==> src/core/cpr_pkg.sv <==
package cpr_pkg;

	// ==========================================================
	// Register map (index = printed offset, byte address = index * 4)
	localparam logic [7:0] CPR_POWER_CONTROL_REGISTER_IDX = 8'h87;
	localparam logic [7:0] CPR_AUXILIARY_REGISTER_IDX = 8'h8E;
	localparam logic [7:0] CPR_STAT_IDX = 8'h8F;
	localparam int CPR_ADDR_W = 12;
	localparam logic [11:0] CPR_POWER_CONTROL_REGISTER_ADDR = {2'b00, CPR_POWER_CONTROL_REGISTER_IDX, 2'b00};
	localparam logic [11:0] CPR_AUXILIARY_REGISTER_ADDR = {2'b00, CPR_AUXILIARY_REGISTER_IDX, 2'b00};
	localparam logic [11:0] CPR_STAT_ADDR = {2'b00, CPR_STAT_IDX, 2'b00};

	// ==========================================================
	// Power control register fields
	localparam int CPR_POWER_CONTROL_REGISTER_IDLE_BIT = 0;
	localparam int CPR_POWER_CONTROL_REGISTER_PD_BIT = 1;
	localparam int CPR_POWER_CONTROL_REGISTER_GF0_BIT = 2;
	localparam int CPR_POWER_CONTROL_REGISTER_GF1_BIT = 3;
	localparam int CPR_POWER_CONTROL_REGISTER_POF_BIT = 4;
	localparam int CPR_POWER_CONTROL_REGISTER_SMOD_BIT = 7;
	localparam logic [7:0] CPR_POWER_CONTROL_REGISTER_RST = 8'h00;
	localparam logic [7:0] CPR_POWER_CONTROL_REGISTER_WMASK = 8'h8F;

	// Auxiliary register fields
	localparam int CPR_AUXILIARY_REGISTER_STROBE_OFF_BIT = 0;
	localparam logic [7:0] CPR_AUXILIARY_REGISTER_RST = 8'h00;

	// Status register fields
	localparam int CPR_STAT_LOCK_BIT = 0;
	localparam int CPR_STAT_RESTRICT_BIT = 1;
	localparam int CPR_STAT_CORE_RST_BIT = 2;
	localparam int CPR_STAT_FLASH_BIT = 3;
	localparam int CPR_STAT_CPU_RUN_BIT = 4;

	// ==========================================================
	// Machine cycle timing, in oscillator clocks; reset hold in machine cycles
	localparam logic [3:0] CPR_OSC_PER_MCYCLE = 4'd12;
	localparam logic [3:0] CPR_ALE_PERIOD = 4'd6;
	localparam logic [3:0] CPR_ALE_HI_SLOTS = 4'd2;
	localparam logic [3:0] CPR_STATE5_PHASE2_SAMPLE_POINT_SLOT = 4'd9;
	localparam logic [1:0] CPR_RST_HOLD_MCYCLES = 2'd2;

	// Reset glitch filter
	localparam int CPR_CLK_PS = 4000;
	localparam int CPR_DEGLITCH_NS = 100;
	localparam int CPR_DEGLITCH_CYC = (CPR_DEGLITCH_NS * 1000 + CPR_CLK_PS - 1) / CPR_CLK_PS;
	localparam int CPR_DEGLITCH_W = 5;

endpackage

==> src/core/cpr_sync.sv <==
`timescale 1ns/1ps
module cpr_sync (
	// Clock and reset
	input wire logic pclk,
	input wire logic presetn,
	// Level in and out
	input wire logic async_in,
	output logic sync_out
);

	logic meta_ff;

	// Two flops; the first is read only by the second
	always_ff @(posedge pclk or negedge presetn) begin
		if (!presetn) begin
			meta_ff <= 1'b0;
			sync_out <= 1'b0;
		end else begin
			meta_ff <= async_in;
			sync_out <= meta_ff;
		end
	end

endmodule

==> src/core/cpr_deglitch.sv <==
`timescale 1ns/1ps
module cpr_deglitch #(
	parameter int CNT_W = 5,
	parameter logic [CNT_W-1:0] STABLE_CYC = 5'd25
) (
	// Clock and reset
	input wire logic pclk,
	input wire logic presetn,
	// Filtered level
	input wire logic level_in,
	output logic level_out
);

	logic [CNT_W-1:0] cnt_ff;

	// Output follows input only after it differs for STABLE_CYC clocks
	always_ff @(posedge pclk or negedge presetn) begin
		if (!presetn) begin
			cnt_ff <= '0;
			level_out <= 1'b0;
		end else if (level_in == level_out) begin
			cnt_ff <= '0;
		end else if (cnt_ff >= STABLE_CYC - 1'b1) begin
			cnt_ff <= '0;
			level_out <= level_in;
		end else begin
			cnt_ff <= cnt_ff + 1'b1;
		end
	end

endmodule

==> src/core/cpr_ctrl.sv <==
`timescale 1ns/1ps
// How it works
// - Address latch strobe pulses at one sixth of the oscillator rate.
// - One strobe pulse is skipped during each external data memory access.
// - During reset the address latch strobe pin is released, weak pull-up.
// - Program store strobe goes low for external fetches and granted code-memory reads of external space.
// - During reset the program store strobe pin is released, weak pull-up.
// - Oscillator clock is halved into phases before internal use.
// - Idle request stops the processor clock; peripherals keep running.
// - Idle ends on any enabled interrupt or on reset.
// - Power-down request stops every clock, oscillator included.
// - Only reset leaves power-down; interrupts do not.
// - Reset pin sampled at state 5 phase 2; two machine cycles needed.
// - Reset pin is filtered so short glitches are ignored.
// - Reset clears special registers except power-off flag; core inits ports, stack.
// - Lock bit at 0 refuses all external flash reads.
// - Restrict bit 0: external-space code reads reach external memory only.
// - Internal-space code reads always reach internal and external memory.
// - Restrict bit 1 places no limit on code-memory reads.
// - Power-off flag set at power-on, kept by other resets, software clears.
// - Strobe-off bit stops the address latch strobe toggling.
// - With strobe off, external code or data accesses still pulse it.
module cpr_ctrl (
	// APB clock and power-on reset
	input wire logic pclk,
	input wire logic presetn,
	// APB slave
	input wire logic psel,
	input wire logic penable,
	input wire logic pwrite,
	input wire logic [cpr_pkg::CPR_ADDR_W-1:0] paddr,
	input wire logic [31:0] pwdata,
	output logic [31:0] prdata,
	output logic pready,
	output logic pslverr,
	// Device pins
	input wire logic reset_pin,
	input wire logic flash_mode_pin,
	input wire logic ale_pin_in,
	output logic ale_pin_out,
	output logic ale_pin_oe,
	input wire logic program_store_strobe_in,
	output logic program_store_strobe_n_out,
	output logic program_store_strobe_oe,
	// Nonvolatile option bits
	input wire logic nv_lock_bit,
	input wire logic nv_code_read_restrict_bit,
	// Core requests, same clock
	input wire logic ext_code_fetch,
	input wire logic ext_data_access,
	input wire logic irq_pending,
	input wire logic code_read_req,
	input wire logic code_read_from_internal,
	input wire logic code_read_target_internal,
	input wire logic ext_flash_read_req,
	// Clock and reset controls to the rest of the chip
	output logic phase_clk,
	output logic cpu_clk_en,
	output logic periph_clk_en,
	output logic osc_enable,
	output logic core_reset,
	output logic smod_bit,
	output logic code_read_grant,
	output logic ext_flash_read_ok,
	output logic flash_op_select
);
	import cpr_pkg::*;

	// ==========================================================
	// Pin synchronisers and reset filter
	logic rst_sync;
	logic rst_filt;
	logic flash_sync;
	logic ale_in_sync;
	logic program_store_strobe_in_sync;

	cpr_sync u_rst_sync (
		.pclk(pclk),
		.presetn(presetn),
		.async_in(reset_pin),
		.sync_out(rst_sync)
	);

	cpr_sync u_flash_sync (
		.pclk(pclk),
		.presetn(presetn),
		.async_in(flash_mode_pin),
		.sync_out(flash_sync)
	);

	cpr_sync u_ale_sync (
		.pclk(pclk),
		.presetn(presetn),
		.async_in(ale_pin_in),
		.sync_out(ale_in_sync)
	);

	cpr_sync u_program_store_strobe_sync (
		.pclk(pclk),
		.presetn(presetn),
		.async_in(program_store_strobe_in),
		.sync_out(program_store_strobe_in_sync)
	);

	// Glitches shorter than the filter time never reach the sampler
	cpr_deglitch #(
		.CNT_W(CPR_DEGLITCH_W),
		.STABLE_CYC(CPR_DEGLITCH_W'(CPR_DEGLITCH_CYC))
	) u_rst_filter (
		.pclk(pclk),
		.presetn(presetn),
		.level_in(rst_sync),
		.level_out(rst_filt)
	);

	// ==========================================================
	// State and phase counter
	logic [3:0] osc_cnt_ff;
	logic [3:0] nxt_osc_cnt;
	logic pd_ff;
	logic idle_ff;
	logic [3:0] ale_slot;
	logic state5_phase2_sample_point;
	logic ale_hold;

	// Counter freezes while the oscillator is stopped, but only once a started strobe pulse is whole
	always_comb begin
		if (pd_ff && !ale_hold) begin
			nxt_osc_cnt = osc_cnt_ff;
		end else if (osc_cnt_ff == CPR_OSC_PER_MCYCLE - 1'b1) begin
			nxt_osc_cnt = 4'd0;
		end else begin
			nxt_osc_cnt = osc_cnt_ff + 1'b1;
		end
	end

	always_ff @(posedge pclk or negedge presetn) begin
		if (!presetn) begin
			osc_cnt_ff <= 4'd0;
		end else begin
			osc_cnt_ff <= nxt_osc_cnt;
		end
	end

	// Halved clock: one phase per oscillator period
	assign phase_clk = osc_cnt_ff[0];
	assign ale_slot = (osc_cnt_ff >= CPR_ALE_PERIOD) ? osc_cnt_ff - CPR_ALE_PERIOD : osc_cnt_ff;
	assign state5_phase2_sample_point = (osc_cnt_ff == CPR_STATE5_PHASE2_SAMPLE_POINT_SLOT) && !pd_ff;
	// A pulse that has started always runs its full high time, so no sliver reaches the latch
	assign ale_hold = ale_pin_out && (ale_slot != 4'd0) && (ale_slot < CPR_ALE_HI_SLOTS);

	// ==========================================================
	// Reset sampling
	logic [1:0] rst_hits_ff;
	logic core_rst_ff;

	// Two consecutive high samples at state 5 phase 2 make a reset
	always_ff @(posedge pclk or negedge presetn) begin
		if (!presetn) begin
			rst_hits_ff <= 2'd0;
			core_rst_ff <= 1'b1;
		end else if (state5_phase2_sample_point) begin
			if (!rst_filt) begin
				rst_hits_ff <= 2'd0;
				core_rst_ff <= 1'b0;
			end else if (rst_hits_ff >= CPR_RST_HOLD_MCYCLES - 1'b1) begin
				rst_hits_ff <= CPR_RST_HOLD_MCYCLES;
				core_rst_ff <= 1'b1;
			end else begin
				rst_hits_ff <= rst_hits_ff + 1'b1;
			end
		end
	end

	assign core_reset = core_rst_ff;

	// ==========================================================
	// Option bits
	logic opt_loaded_ff;
	logic lock_ff;
	logic restrict_ff;

	// Captured while reset is held, then frozen
	always_ff @(posedge pclk or negedge presetn) begin
		if (!presetn) begin
			opt_loaded_ff <= 1'b0;
			lock_ff <= 1'b0;
			restrict_ff <= 1'b0;
		end else if (!opt_loaded_ff || core_rst_ff) begin
			opt_loaded_ff <= 1'b1;
			lock_ff <= nv_lock_bit;
			restrict_ff <= nv_code_read_restrict_bit;
		end
	end

	// ==========================================================
	// APB slave, zero wait states
	logic wr_en;
	logic rd_en;
	logic hit_power_control_register;
	logic hit_auxiliary_register;
	logic hit_stat;
	logic [7:0] power_control_register_ff;
	logic pof_ff;
	logic [7:0] auxiliary_register_ff;
	logic [7:0] stat_val;

	assign hit_power_control_register = (paddr == CPR_POWER_CONTROL_REGISTER_ADDR);
	assign hit_auxiliary_register = (paddr == CPR_AUXILIARY_REGISTER_ADDR);
	assign hit_stat = (paddr == CPR_STAT_ADDR);
	assign wr_en = psel && penable && pwrite;
	assign rd_en = psel && !penable && !pwrite;
	assign pready = 1'b1;
	assign pslverr = psel && penable && !(hit_power_control_register || hit_auxiliary_register || hit_stat);

	assign stat_val = {3'b000, cpu_clk_en, flash_sync, core_rst_ff, restrict_ff, lock_ff};

	// Read data loaded at the setup edge so it stands through the access phase; unmapped reads zero
	always_ff @(posedge pclk or negedge presetn) begin
		if (!presetn) begin
			prdata <= 32'h0000_0000;
		end else if (rd_en && hit_power_control_register) begin
			prdata <= {24'h00_0000, power_control_register_ff[7:5], pof_ff, power_control_register_ff[3:0]};
		end else if (rd_en && hit_auxiliary_register) begin
			prdata <= {24'h00_0000, auxiliary_register_ff};
		end else if (rd_en && hit_stat) begin
			prdata <= {24'h00_0000, stat_val};
		end else begin
			prdata <= 32'h0000_0000;
		end
	end

	// ==========================================================
	// Power control register (idle and power-down kept apart)
	logic wake_idle;
	assign wake_idle = irq_pending || core_rst_ff;

	always_ff @(posedge pclk or negedge presetn) begin
		if (!presetn) begin
			power_control_register_ff <= CPR_POWER_CONTROL_REGISTER_RST;
		end else if (core_rst_ff) begin
			power_control_register_ff <= CPR_POWER_CONTROL_REGISTER_RST & ~CPR_POWER_CONTROL_REGISTER_WMASK;
		end else if (wr_en && hit_power_control_register) begin
			power_control_register_ff <= pwdata[7:0] & CPR_POWER_CONTROL_REGISTER_WMASK;
		end
	end

	// Power-off flag: set by power-on only, software writes 0 to clear
	always_ff @(posedge pclk or negedge presetn) begin
		if (!presetn) begin
			pof_ff <= 1'b1;
		end else if (wr_en && hit_power_control_register && !pwdata[CPR_POWER_CONTROL_REGISTER_POF_BIT]) begin
			pof_ff <= 1'b0;
		end
	end

	// Idle: software sets, interrupt or reset clears; set wins over interrupt, reset wins over set
	always_ff @(posedge pclk or negedge presetn) begin
		if (!presetn) begin
			idle_ff <= 1'b0;
		end else if (wr_en && hit_power_control_register && pwdata[CPR_POWER_CONTROL_REGISTER_IDLE_BIT] && !core_rst_ff) begin
			idle_ff <= 1'b1;
		end else if (wake_idle) begin
			idle_ff <= 1'b0;
		end
	end

	// Power-down: only the filtered reset pin ends it
	always_ff @(posedge pclk or negedge presetn) begin
		if (!presetn) begin
			pd_ff <= 1'b0;
		end else if (rst_filt || core_rst_ff) begin
			pd_ff <= 1'b0;
		end else if (wr_en && hit_power_control_register && pwdata[CPR_POWER_CONTROL_REGISTER_PD_BIT]) begin
			pd_ff <= 1'b1;
		end
	end

	assign smod_bit = power_control_register_ff[CPR_POWER_CONTROL_REGISTER_SMOD_BIT];

	// Clock enables to the rest of the chip
	always_ff @(posedge pclk or negedge presetn) begin
		if (!presetn) begin
			cpu_clk_en <= 1'b1;
			periph_clk_en <= 1'b1;
			osc_enable <= 1'b1;
		end else begin
			cpu_clk_en <= !idle_ff && !pd_ff;
			periph_clk_en <= !pd_ff;
			osc_enable <= !pd_ff;
		end
	end

	// ==========================================================
	// Auxiliary register
	always_ff @(posedge pclk or negedge presetn) begin
		if (!presetn) begin
			auxiliary_register_ff <= CPR_AUXILIARY_REGISTER_RST;
		end else if (core_rst_ff) begin
			auxiliary_register_ff <= CPR_AUXILIARY_REGISTER_RST;
		end else if (wr_en && hit_auxiliary_register) begin
			auxiliary_register_ff <= {7'b000_0000, pwdata[CPR_AUXILIARY_REGISTER_STROBE_OFF_BIT]};
		end
	end

	// ==========================================================
	// Address latch and program store strobes
	logic ale_pulse;
	logic ale_skip;
	logic ale_active;
	logic program_store_strobe_low;
	logic pin_release;

	// Second pulse of a data-access machine cycle is dropped
	assign ale_skip = ext_data_access && (osc_cnt_ff >= CPR_ALE_PERIOD);
	assign ale_active = !auxiliary_register_ff[CPR_AUXILIARY_REGISTER_STROBE_OFF_BIT] || ext_code_fetch || ext_data_access;
	assign ale_pulse = ((ale_slot == 4'd0) && !ale_skip && ale_active && !pd_ff) || ale_hold;
	assign program_store_strobe_low = ((ext_code_fetch || (code_read_req && code_read_grant && !code_read_target_internal))
		&& (ale_slot >= CPR_ALE_HI_SLOTS) && !pd_ff);
	assign pin_release = core_rst_ff || flash_sync;

	always_ff @(posedge pclk or negedge presetn) begin
		if (!presetn) begin
			ale_pin_out <= 1'b0;
			ale_pin_oe <= 1'b0;
			program_store_strobe_n_out <= 1'b1;
			program_store_strobe_oe <= 1'b0;
		end else begin
			ale_pin_out <= ale_pulse && (!pin_release || ale_hold);
			ale_pin_oe <= !pin_release || ale_hold;
			program_store_strobe_n_out <= !program_store_strobe_low || pin_release;
			program_store_strobe_oe <= !pin_release;
		end
	end

	// Flash mode: programmer drives both pins as operation selects
	always_ff @(posedge pclk or negedge presetn) begin
		if (!presetn) begin
			flash_op_select <= 1'b0;
		end else begin
			flash_op_select <= flash_sync && !ale_in_sync && program_store_strobe_in_sync;
		end
	end

	// ==========================================================
	// Code protection
	always_comb begin
		if (restrict_ff) begin
			code_read_grant = code_read_req;
		end else if (code_read_from_internal) begin
			code_read_grant = code_read_req;
		end else begin
			code_read_grant = code_read_req && !code_read_target_internal;
		end
	end

	assign ext_flash_read_ok = ext_flash_read_req && lock_ff;

endmodule

==> config.mk <==
export PLATFORM = sky130hd
export DESIGN_NAME = cpr_ctrl
export DESIGN_NICKNAME = d
export VERILOG_FILES = /design/src/core/cpr_pkg.sv /design/src/core/cpr_sync.sv /design/src/core/cpr_deglitch.sv /design/src/core/cpr_ctrl.sv
export SDC_FILE = /design/constraint.sdc
export NUM_CORES = 1
export LEC_CHECK = 0
export ABC_AREA = 1
export BUFFER_PORTS_ARGS = -buffer_cell sky130_fd_sc_hd__clkbuf_2
export CAP_MARGIN = 20
export CORE_MARGIN = 1.5
export CORE_UTILIZATION = 30
export CTS_BUF_LIST = sky130_fd_sc_hd__clkbuf_8
export DETAILED_ROUTE_END_ITERATION = 8
export PLACE_DENSITY_LB_ADDON = 0.08
export RECOVER_POWER = 25
export REMOVE_ABC_BUFFERS = 1
export SLEW_MARGIN = 20
export SYNTH_ARGS = -nofsm -noshare
export SYNTH_HDL_FRONTEND = slang
export SYNTH_SLANG_ARGS = --single-unit
==> constraint.sdc <==
create_clock -name pclk -period 1.9 [get_ports pclk]
set_input_delay 0.38 -clock pclk [delete_from_list [all_inputs] [get_ports pclk]]
set_output_delay 0.38 -clock pclk [all_outputs]
set_load 0.01 [all_outputs]
==> metrics list, run 1 <==
* Kind of start point of the critical path: primary input
* Later-pin clock latency in the skew report: a little under 0.3 ns
- Once the floorplan was initialized, standard cells occupied 30.96% of the core.
- In the finished design, the share of the clock period the worst path needs comes to 84.01%.
- # H-tree levels: 2
- CTS root buf: sky130_fd_sc_hd__clkbuf_8
* Half-perimeter wire length after detailed placement: 3.302 mm
* Ys Warns: 0
- For flop-to-flop paths, the worst setup slack is 0.46 ns.
- Hold repair after CTS inserted 0 buffers.
* Buffers inserted by post-CTS timing repair: 0
* Number of port buffers: 55
- The number of different library cells used by synthesis comes to 26.
* Finish-stage setup viols: 0
- Drt drc: 0
- The die is around 89 µm wide.
- Placeable Area: between 7000 and 8000 µm²
- Along the worst path, the maximum fanout reaches 3.
- In this run the core area contains 31 standard-cell rows.
- In the post-route analysis, the smallest setup slack over all paths is around 0.3 ns.
* Hold Vio Cnt, Final: 0
- The repair_antennas step left the layout with diodes totalling 0.
- The count of pins over their slew limit was 0.
- Layout filler cell count: 778
* Post-cts repair resize count: 0
* Detailed Routing Iterations Pass 1: 4
* Arrival time at the worst endpoint: about 1.2 ns
- The number of global-route vias before repair came to between 1500 and 2000.
- In this run the worst hold path is classified as in -> reg.
* Antenna-violating nets left: 0
- Clock Sink Count: 46
- Post-Place Setup Slack: 0.2831 ns
- In the final routed layout, each cell accounts on average for between 9 and 10 µm.
- Leakage power: 1.475 nW
- At the end of the flow the core is filled with cells to 37.01%.
- Per-instance average area after synthesis: a little under 9 µm²
- Remaining max-slew budget at the tightest pin: 35.61%
* Antenna violations before repair: 0
- After clock tree synthesis, the clock-pin slew on the worst setup and hold paths is ~0.080 ns.
- Fmax achieved: between 600 and 700 MHz
- Critical register-to-register path startpoint: core_reset$_DFFE_PN1P_
- Gate count of the mapped netlist: between 200 and 300
- Worst reg-to-reg path cell count: 3
* Area growth syn-to-layout: 19.55%
- The critical path ends at pslverr.
- Dividing the detail-routed via count by the number of cells gives roughly 4.0.
* Time the worst path needs with I/O delays and setup: between 1.5 and 2 ns
- The first global-routing pass estimated 6.962 mm of wire.
- Top-level I/O count: approximately 110
- The endpoint identified for the worst register-to-register timing path is lock_ff$_DFFE_PN0P_.
- Entering global routing, the biggest net connects 30 pins.
- Counting the buffers created by CTS gives 5.
- Of the cells placed in the final design, the portion with a size suffix greater than 1 is roughly 24%.
* Height of the die: around 89 µm
- At the pin with the least slew margin, the transition time is 0.9659 ns.
* Power density of the placed cells: 762.8 nW/µm²
- Max-cap violation count: 0
- GPL Wtd Cong: 0.7493
* GRT Residual Overflow: 0
- Setup total negative slack on the finished layout was measured at 0 ns.
* Net count, final: between 300 and 400
* Source of the critical timing path: paddr[0]
- Setup repair after global routing left no endpoint under its margin.
* DR vias: roughly 1700
- Netlist Area Pre-Place: roughly 2200 µm²
- Result of the run: complete, no violations
* Total Die Area: ~8000 µm²
- Counting along the longest clock path gives a buffer depth of 2.
- Of the synthesized area, sequential elements account for roughly 52%.
- The first routing iteration left 63 violations.
- Crit Path Class: in -> out
* Capturing element type of the critical path: primary output
* Flops & latches, synth: 46
* Critical path required time: approximately 1.5 ns
* Post-detailed-routing wire length: around 4.2 mm
- Clock skew on the completed layout was measured at roughly 0.0063 ns.
* VDD IR-drop max: around 0.37 mV
- Overall power consumption after layout is estimated at approximately 2.0 mW.
* GRT Overall Usage: approximately 11%
- CTS tree: yes
[critical path, cell delays in order]
cell                       delay (ns)
sky130_fd_sc_hd__clkbuf_2        0.08
sky130_fd_sc_hd__inv_1           0.04
sky130_fd_sc_hd__nand2_1         0.09
sky130_fd_sc_hd__nor2_1          0.04
sky130_fd_sc_hd__and2_1          0.18
sky130_fd_sc_hd__nand2_1         0.06
sky130_fd_sc_hd__nand3b_1        0.07
sky130_fd_sc_hd__a21oi_1         0.12
sky130_fd_sc_hd__clkbuf_2        0.15
[synthesized netlist by cell type]
| library cell | count | area [µm²] |
|---|---|---|
| sky130_fd_sc_hd__clkbuf_1 | 1 | 3.750 |
| sky130_fd_sc_hd__ha_1 | 4 | 50.05 |
| sky130_fd_sc_hd__nand2_4 | 1 | 11.26 |
| sky130_fd_sc_hd__nand4_1 | 3 | 18.77 |
| sky130_fd_sc_hd__conb_1 | 2 | 7.510 |
| sky130_fd_sc_hd__xor2_1 | 3 | 26.28 |
| sky130_fd_sc_hd__and2_1 | 1 | 6.260 |
| sky130_fd_sc_hd__a21oi_2 | 2 | 17.52 |
| sky130_fd_sc_hd__dfrtp_1 | 41 | 1026 |
| sky130_fd_sc_hd__nand2_1 | 39 | 146.4 |
| sky130_fd_sc_hd__o21ai_1 | 1 | 5.000 |
| sky130_fd_sc_hd__xnor2_1 | 1 | 8.760 |
| sky130_fd_sc_hd__o21ai_0 | 15 | 75.07 |
| sky130_fd_sc_hd__o21ai_2 | 1 | 8.760 |
| sky130_fd_sc_hd__dfstp_2 | 5 | 131.4 |
| sky130_fd_sc_hd__nor2_1 | 29 | 108.9 |
| sky130_fd_sc_hd__nand3_1 | 19 | 95.09 |
| sky130_fd_sc_hd__nand3_2 | 2 | 20.02 |
| sky130_fd_sc_hd__inv_1 | 45 | 168.9 |
| sky130_fd_sc_hd__buf_4 | 28 | 210.2 |
| sky130_fd_sc_hd__a21oi_1 | 4 | 20.02 |
| sky130_fd_sc_hd__nor2_2 | 2 | 12.51 |
| sky130_fd_sc_hd__o22ai_1 | 5 | 31.28 |
| sky130_fd_sc_hd__nor3_1 | 1 | 5.000 |
| sky130_fd_sc_hd__mux2_2 | 1 | 11.26 |
| sky130_fd_sc_hd__nand3b_1 | 1 | 7.510 |
[where the power goes]
part           switching (mW)  internal (mW)  total (mW)
logic                  0.0954         0.0521       0.147
registers              0.0117           1.00        1.01
clock network           0.316          0.561       0.877
[registers in the layout (all words and copies together), names as in the netlist, 2 cells and up]
| signal | cells |
|---|---|
| power_control_register_ff | 5 |
| rst_hits_ff | 2 |
| osc_cnt_ff | 4 |
| prdata | 6 |
| u_rst_filter.cnt_ff | 5 |
[cells by family after synthesis]
| logic type | Yosys count | synth area share [%] |
|---|---|---|
| XOR/XNOR | 4 | 1.569 |
| multiplexers | 1 | 0.5042 |
| AND/OR/NAND/NOR | 98 | 19.33 |
| other | 2 | 0.3363 |
| adder cells (fa/ha/maj) | 4 | 2.241 |
| AO/OA/AOI/OAI | 28 | 7.059 |
| buffers and inverters | 74 | 17.14 |
| flip-flops | 46 | 51.82 |
[metal layers]
| layer | up-vias | GRT usage, % | wire length, µm |
|---|---|---|---|
| met2 | 37 | 18.93 | 1990 |
| met3 | 2 | 2.862 | 174 |
| met4 | 0 | 3.357 | 21 |
| li1 | 859 | - | - |
| met5 | - | 0 | 0 |
| met1 | 758 | 14.98 | 1978 |
[layout by cell type, fill, tap and decap left out]
cell type and instances:
sky130_fd_sc_hd__nor3_1 1, sky130_fd_sc_hd__nand4_1 3, sky130_fd_sc_hd__nand2_1 39, sky130_fd_sc_hd__clkbuf_8 6, sky130_fd_sc_hd__nand2_4 1, sky130_fd_sc_hd__o21ai_0 15
sky130_fd_sc_hd__nand3_2 2, sky130_fd_sc_hd__o22ai_1 5, sky130_fd_sc_hd__dfrtp_1 41, sky130_fd_sc_hd__mux2_2 1, sky130_fd_sc_hd__buf_4 1, sky130_fd_sc_hd__o21ai_2 1
sky130_fd_sc_hd__clkbuf_1 1, sky130_fd_sc_hd__inv_1 45, sky130_fd_sc_hd__nor2_1 29, sky130_fd_sc_hd__dfstp_2 5, sky130_fd_sc_hd__a21oi_2 2, sky130_fd_sc_hd__o21ai_1 1
sky130_fd_sc_hd__xor2_1 3, sky130_fd_sc_hd__nor2_2 2, sky130_fd_sc_hd__a21oi_1 4, sky130_fd_sc_hd__clkbuf_2 55, sky130_fd_sc_hd__conb_1 28, sky130_fd_sc_hd__and2_1 1
sky130_fd_sc_hd__xnor2_1 1, sky130_fd_sc_hd__bufinv_16 2, sky130_fd_sc_hd__nand3_1 19, sky130_fd_sc_hd__ha_1 4, sky130_fd_sc_hd__nand3b_1 1
[final cells by class]
type / count / area (µm²) / share of cell area (%)
clock inverters: 2 / 60.06 / 2.249
multi-input cells: 163 / 790.8 / 29.62
inverters: 45 / 168.9 / 6.326
clock buffers: 6 / 82.58 / 3.093
flip-flops and latches: 46 / 1157 / 43.35
well taps: 99 / 123.9 / 4.639
repair buffers: 57 / 286.5 / 10.73
[how the worst min path moves through the flow]
stage                              startpoint                         endpoint  slack [ns]  cells past startpoint
6_report                       flash_mode_pin   u_flash_sync.meta_ff$_DFF_PN0_        0.19                      1
5_1_grt                        flash_mode_pin   u_flash_sync.meta_ff$_DFF_PN0_        0.16                      1
3_3_place_gp     u_rst_sync.meta_ff$_DFF_PN0_    u_rst_sync.sync_out$_DFF_PN0_        0.33                      0
4_1_cts                               presetn              prdata[2]$_DFF_PN0_        0.04                      1
2_1_floorplan                         presetn             ale_pin_oe$_DFF_PN0_        0.08                      0
3_5_place_dp   u_flash_sync.meta_ff$_DFF_PN0_  u_flash_sync.sync_out$_DFF_PN0_        0.33                      0
[through the flow]
step,cells,hold WS [ns],instance area (µm²)
2_1_floorplan,254,0.08441,2117
3_3_place_gp,410,0.3333,2544
3_5_place_dp,410,0.3347,2544
4_1_cts,418,0.04018,2686
5_1_grt,418,0.1627,2670
6_report,418,0.1880,2670
(Power assumes the default switching activity.)
==> run 2, diff against run 1 <==
Clock period 1.9 ns to 1.6 ns, I/O delays scaled along.
==> metrics list, run 2 (synthesis gave the netlist of run 1 again) <==
- For this design the static power due to leakage is around 1.5 nW.
* Hold Vio Cnt, Final: 0
- Row Count: 31
* Startpoint of the lowest-slack hold path: ale_pin_in
- Along the worst path, the maximum fanout reaches 3.
* Endpoint with the worst hold slack: u_ale_sync.meta_ff$_DFF_PN0_
- Layout filler cell count: between 700 and 800
- Power spread over the standard cell area amounts to roughly 800 nW/µm².
- Transition at the pin with the smallest max-transition slack: approximately 0.95 ns
* Detailed-route wire length on metal 1: 2.000 mm
* Unrepaired setup endpoints after global routing: false
* Net count, final: slightly below 400
- VDD sags by at most 0.4150 mV.
- CTS tree: yes
- Met3 routed wirelength: around 230 µm
* Effective utilization at floorplan: 30.96%
- CTS root buf: sky130_fd_sc_hd__clkbuf_8
* Biggest registers after layout: prdata: 6 flops, power_control_register_ff: 5 flops, u_rst_filter.cnt_ff: 5 flops
- Leaving out fill and tap cells, the most frequent cell in the layout is sky130_fd_sc_hd__clkbuf_2.
- The number of global-route vias before repair came to ~1500.
- In the final routed layout, each cell accounts on average for roughly 10 µm.
* Final Cell Area: about 2700 µm²
- Capturing element type of the critical path: primary output
* Critical register-to-register path startpoint: core_reset$_DFFE_PN1P_
- The number of antenna diodes in the final layout is 0.
- The detail route stage leaves a number of antenna-violating nets equal to 0.
* Vias per inst: a little under 4
* Clock buffers created by TritonCTS: 5
- The die covers ~8000 µm².
- The first routing iteration left between 40 and 50 violations.
- GRT Overall Usage: between 10% and 20%
- Finish-stage setup viols: 0
* Final slew viol count: 0
- Number of flip-flops in the largest register: 6
- GPL Wtd Cong: about 0.74
* Drt drc: 0
- After routing, the total negative slack on setup checks comes to 0 ns.
- Fmax achieved: around 670 MHz
* Crit Path Class: in -> out
- The worst path uses approximately 90% of the clock period.
- Instance area after placement: 2579 µm²
- For flop-to-flop paths, the worst setup slack is around 0.20 ns.
- In this run the critical register-to-register path is captured at auxiliary_register_ff[0]$_DFFE_PN0P_.
- Headroom to the max-slew limit came out at 36.38%.
- Tightest Hold Check Type: in -> reg
- Clock Sink Count: 46
- Top-level I/O count: approximately 110
* Largest net degree at the start of global routing: 19
* Post-detailed-routing wire length: about 4.3 mm
- The region available for standard cell placement spans roughly 7000 µm².
* First-pass GRT wire length: just over 7 mm
* Die Span X: between 80 and 90 µm
- For the worst-skew pair, the clock arrives at the later sink with an insertion delay of 0.29 ns.
* Max-cap violation count: 0
- Input and output buffers added on the ports amount to 55.
- Register ranked first by flip-flop count: prdata
- Kind of start point of the critical path: primary input
- Area growth syn-to-layout: 21.06%
- Worst setup skew after layout: approximately 0.0047 ns
- Arrival time at the worst endpoint: around 1.2 ns
- DR vias: between 1500 and 2000
* GRT Residual Overflow: 0
- Commonest cells after routing, fill and taps aside: 54 x sky130_fd_sc_hd__clkbuf_2, 45 x sky130_fd_sc_hd__inv_1, 41 x sky130_fd_sc_hd__dfrtp_1
- The run finished with clean final reports.
- Half-perimeter wire length after detailed placement: 3.399 mm
- Detail Route met2 WL: between 2 and 2.5 mm
- Max layer used: met4
* Depth of the worst hold-timing path: 1
* # H-tree levels: 2
- The die is roughly 90 µm tall.
- Worst reg-to-reg path cell count: 6
* Buffers inserted by post-CTS timing repair: 0
- The number of antenna violations at the first check in global routing was 0.
- In this run the deepest clock path goes through 2 buffers.
* Detailed Routing Iterations Pass 1: 4
* Critical path required time: roughly 1.3 ns
- Of the cells placed in the final design, the portion with a size suffix greater than 1 is between 20% and 30%.
- The routed design could run at a clock period as short as between 1 and 1.5 ns.
- Clock transition at the register clock pins on the worst setup and hold paths after CTS: roughly 0.08 ns
==> run 2: worst max-delay path by stage <==
stage / startpoint / endpoint / slack (ns) / cells after the start
final: paddr[0] / pslverr / 0.12 / 9
after global routing: paddr[0] / pslverr / 0.0007 / 9
after CTS: restrict_ff$_DFFE_PN0P_ / code_read_grant / 0.09 / 5
after detailed placement: paddr[0] / pslverr / 0.09 / 9
after global placement: paddr[0] / pslverr / 0.10 / 9
after floorplan: core_reset$_DFFE_PN1P_ / lock_ff$_DFFE_PN0P_ / 0.31 / 3
==> run 2: final cells by class <==
class / count / area (µm²) / share of cell area (%)
sequential: 46 / 1157 / 42.80
multi-input combinational: 163 / 798.3 / 29.52
timing repair buffer: 61 / 346.6 / 12.82
inverter: 45 / 168.9 / 6.247
tap: 99 / 123.9 / 4.581
clock buffer: 5 / 68.82 / 2.545
clock inverter: 3 / 40.04 / 1.481
==> run 2: layer usage <==
| layer | up-vias | GRT usage [%] |
|---|---|---|
| met4 | 0 | 3.357 |
| met2 | 41 | 19.21 |
| met3 | 2 | 2.955 |
| li1 | 868 | - |
| met5 | - | 0 |
| met1 | 764 | 15.53 |
==> run 2: power by group <==
group	switching [mW]	internal (mW)	leakage, nW
registers	0.0139	1.19	0.587
logic	0.117	0.0730	0.845
clock network	0.372	0.460	0.0579
total	0.503	1.72	1.49
==> run 2: repair_timing <==
item,in CTS,in global routing
endpoints found under the setup margin,0,1
hold buffers,1,0
hold endpoints to repair,12,0
resized for setup,0,3
==> run 2: critical path: stages <==
cell and delay (ns):
sky130_fd_sc_hd__clkbuf_2 0.08, sky130_fd_sc_hd__inv_1 0.04, sky130_fd_sc_hd__nand2_2 0.08, sky130_fd_sc_hd__nor2_1 0.04
sky130_fd_sc_hd__and2_2 0.21, sky130_fd_sc_hd__nand2_1 0.06, sky130_fd_sc_hd__nand3b_1 0.08, sky130_fd_sc_hd__a21oi_2 0.11
sky130_fd_sc_hd__clkbuf_2 0.14
==> run 2: stage by stage <==
| step | power [mW] | setup WS [ns] | utilization [%] | hold slack (ns) | instances |
|---|---|---|---|---|---|
| finish | 2.223 | 0.1166 | 37.48 | 0.1283 | 422 |
| global route | 2.351 | 0.0007493 | 37.48 | 0.1011 | 422 |
| CTS | 2.269 | 0.09070 | 37.39 | 0.1156 | 422 |
| floorplan | 1.309 | 0.3099 | - | 0.02441 | 254 |
| detailed placement | 1.415 | 0.09419 | 35.74 | 0.2831 | 413 |
| global placement | 1.414 | 0.1024 | 35.74 | 0.2811 | 413 |
==> run 3, diff against run 2 <==
Settings changed: ABC_AREA 1 to unset, CAP_MARGIN 20 to unset, SKIP_LAST_GASP set to 1.
==> metrics list, run 3 <==
- Placeable Area: between 7000 and 8000 µm²
- Crit Path Class: in -> out
* Cell seen most often among critical-path stages: sky130_fd_sc_hd__clkbuf_2
* Post-placement cell count: between 300 and 400
- Critical path required time: 1.28 ns
- Detailed Routing Iterations Pass 1: 4
* Count of cell types in the netlist: 54
- Failing checks: negative setup slack
- Net count, final: between 300 and 400
- Top cells by instance count after synthesis: 41 x sky130_fd_sc_hd__dfrtp_1, 28 x sky130_fd_sc_hd__buf_4, 21 x sky130_fd_sc_hd__nand2_1
- CTS root buf: sky130_fd_sc_hd__clkbuf_8
- Biggest registers after layout: prdata: 6 flops, power_control_register_ff: 5 flops, u_rst_filter.cnt_ff: 5 flops
- Summed over all cells, the static leakage comes to about 1.4 nW.
- Share of the synthesized area in the top cell type: 45.50%
* Half-perimeter wire length after detailed placement: about 3.5 mm
* Number of enable-type register cells in the synthesized netlist: 0
- Final slew viol count: 0
- The die covers 8044 µm².
- Power density of the placed cells: a little under 900 nW/µm²
* Vias per inst: 4.372
- Measured in cells, the most critical reg-to-reg path has a length of 6.
- After the first detailed-routing iteration, the DRC count stood at 75.
- Cell with the most instances after synthesis: sky130_fd_sc_hd__dfrtp_1
* GRT Overall Usage: between 10% and 20%
- The startpoint identified for the worst register-to-register timing path is osc_cnt_ff[1]$_DFFE_PN0N_.
- Setup repair after global routing could not meet its margin everywhere.
- After detailed routing, the total wire length is between 4 and 5 mm.
- In the layout the commonest cells are 55 x sky130_fd_sc_hd__clkbuf_2, 41 x sky130_fd_sc_hd__dfrtp_1, 28 x sky130_fd_sc_hd__conb_1.
* First-pass GRT wire length: between 7 and 8 mm
- Entering global routing, the biggest net connects between 40 and 50 pins.
* Top-level I/O count: around 110
* GPL Wtd Cong: 0.7628
- Reg-to-reg critical path endpoint: rst_hits_ff[1]$_DFFE_PN0P_
* CP cell instances: clkbuf_2, or4_4, nor4_4, nor2_1, clkbuf_2
- Summed over all nets, wire length on met2 after detailed routing comes to around 2.2 mm.
* Kind of start point of the critical path: primary input
- Compared with the post-synthesis result, the final layout area differs by 25.75%.
- Depth of the worst hold-timing path: 1
* Final standard cell utilization of the core: 39.09%
* Clock power frac: between 40% and 50%
- Fraction of the yosys area taken by sequential cells: between 50% and 60%
- Proportion of total power due to net switching: 21.21%
- For this design the total switching power over the nets is about 0.52 mW.
* Critical-path maximum fanout: 2
* Antenna violations before repair: 0
* Number of flip-flops in the largest register: 6
- 0 antenna diodes ended up in the layout.
- For this run, design rule violations remaining after detail routing come to 0.
- The later pin in the worst-skew pair is clocked with a latency of about 0.29 ns.
- The worst-case IR drop observed on VDD is between 0.4 and 0.5 mV.
- Height of the die: 89.69 µm
- Arrival time at the worst endpoint: between 1 and 1.5 ns
* Ys Warns: 0
- Cells with a size suffix above 1 make up a little under two fifths of the layout.
- The path with the worst hold slack has its endpoint at u_program_store_strobe_sync.meta_ff$_DFF_PN0_.
- In the post-route analysis, the smallest setup slack over all paths is -0.1567 ns.
- Sequential cells burn between 40% and 50% of the power.
* Hold Vio Cnt, Final: 0
* Clock transition at the register clock pins on the worst setup and hold paths after CTS: 0.09 ns
- Max-cap violations in this run came to 0.
- STA classifies the critical path endpoint as a primary output.
* Most frequent standard cell in the layout excluding fill and tap cells: sky130_fd_sc_hd__clkbuf_2
* Result of the run: finished with violations
- The setup check on the worst reg-to-reg path leaves a slack of ~0.15 ns.
- In the final routed layout, each cell accounts on average for approximately 12 µm.
* Non-filler instance count after layout: approximately 380
* Internal Pwr Total: roughly 1.9 mW
- Via count of the first global-routing pass: roughly 1600
- The clock net in this run drives a total of 46 sinks.
- For the final routed database, the setup TNS stands at -0.1567 ns.
- Most area-consuming cells after synthesis: sky130_fd_sc_hd__dfrtp_1 46%, sky130_fd_sc_hd__buf_4 9.3%, sky130_fd_sc_hd__dfstp_2 5.8%
- Of the available clock period, the critical path in the final layout requires 109.8%.
- Top FF cell, synth: sky130_fd_sc_hd__dfrtp_1
- Met3 routed wirelength: approximately 270 µm
- Tightest Hold Check Type: in -> reg
- For this run, the top clock speed supported by timing is between 500 and 600 MHz.
- Row Count: 31
- Once the floorplan was initialized, standard cells occupied roughly 31% of the core.
- On the worst path, the slowest cell contributes a delay of 0.55 ns.
- Counting flops and latches in the post-synthesis netlist gives 46.
* # H-tree levels: 2
- prdata holds more flip-flops than any other register.
- Combinational logic burns between 8 and 9% of the power.
* Antenna-violating nets left: 0
* Clock buffers created by TritonCTS: 5
- The tightest hold path in the finished design has a slack of approximately 0.12 ns.
- Time the worst path needs with I/O delays and setup: ~1.8 ns
* Startpoint of the lowest-slack hold path: program_store_strobe_in
- Counting flops with an async set or reset pin after synthesis yields a share of between 90% and 100%.
- Finish-stage setup viols: 1
* Netlist Area Pre-Place: 2255 µm²
* Detailed-route wire length on metal 1: 2.199 mm
- DR vias: 1657
* Slowest cell on crit path: sky130_fd_sc_hd__or4_4
* Number of port buffers: 55
- GRT Residual Overflow: 0
- At the placement stage, the worst setup path has a slack of -0.2551 ns.
* Gate count of the mapped netlist: 206
- Max Buffers Root-to-Sink: 2
- Cell taking the most area after synthesis: sky130_fd_sc_hd__dfrtp_1
* Remaining max-slew budget at the tightest pin: about three fifths
- Signal routing reaches up to met4.
- At the pin with the least slew margin, the transition time is between 0.6 and 0.7 ns.
- Per-instance average area after synthesis: ~11 µm²
- The die is 89.69 µm wide.
* Worst setup skew after layout: 0.005727 ns
- TritonCTS built the clock tree.
==> run 3: stage by stage <==
stage / power (mW) / instance area [µm²]
5_1_grt: 2.594 / 2835
6_report: 2.461 / 2835
3_3_place_gp: 1.427 / 2654
3_5_place_dp: 1.427 / 2654
2_1_floorplan: 1.306 / 2107
4_1_cts: 2.511 / 2816
==> run 3: final cells by class <==
class | instances | area [µm²]
fill | 764 | 4418
sequential | 46 | 1157
multi-input combinational | 141 | 945.9
timing repair buffer | 75 | 427.9
tap | 99 | 123.9
clock buffer | 6 | 82.58
clock inverter | 2 | 60.06
inverter | 10 | 37.54
==> run 3: repair_timing <==
action | in CTS | in global routing
resized for setup | 2 | 3
hold buffers | 1 | 0
setup buffers | 0 | 1
setup endpoints to repair | 1 | 6
pin swaps | 1 | 0
hold endpoints to repair | 14 | 0
==> run 3: worst max-delay path by stage <==
stage               startpoint                                       end  slack (ns)
floorplan             paddr[8]                        pof_ff$_DFFE_PN1P_       -0.13
global placement      paddr[8]                        pof_ff$_DFFE_PN1P_       -0.25
detailed placement    paddr[8]  power_control_register_ff[0]$_DFFE_PN0P_       -0.26
CTS                   paddr[1]                                   pslverr       -0.14
global route          paddr[1]                                   pslverr       -0.20
finish                paddr[1]                                   pslverr       -0.16
==> run 3: per-layer routing <==
layer	track usage [%]	up-vias
li1	-	809
met1	17.48	780
met2	19.67	64
met3	3.016	4
met4	3.776	0
met5	0	-
==> run 3: cells by family (layout without fill, tap and decap cells) <==
logic type,after synthesis,after routing,synth area share (%)
AO/OA/AOI/OAI,30,30,10.05
XOR/XNOR,4,4,1.554
adder cells (fa/ha/maj),4,4,2.220
buffers and inverters,45,93,12.54
flip-flops,46,46,51.33
multiplexers,10,10,4.661
other,2,28,0.3331
AND/OR/NAND/NOR,65,65,17.31
==> run 3: power by group through the flow <==
stage | sequential, mW | combinational, mW | clock [mW]
after floorplan | 1.22 | 0.0814 | 0
after global placement | 1.23 | 0.200 | 0
after detailed placement | 1.23 | 0.200 | 0
after CTS | 1.20 | 0.205 | 1.10
after global routing | 1.21 | 0.229 | 1.16
final | 1.20 | 0.199 | 1.06
==> run 3: worst max-delay path: cells and delay by family <==
family	cells	cell delay (ns)
and+or+nand+nor	3	0.90
buffers and inverters	2	0.22
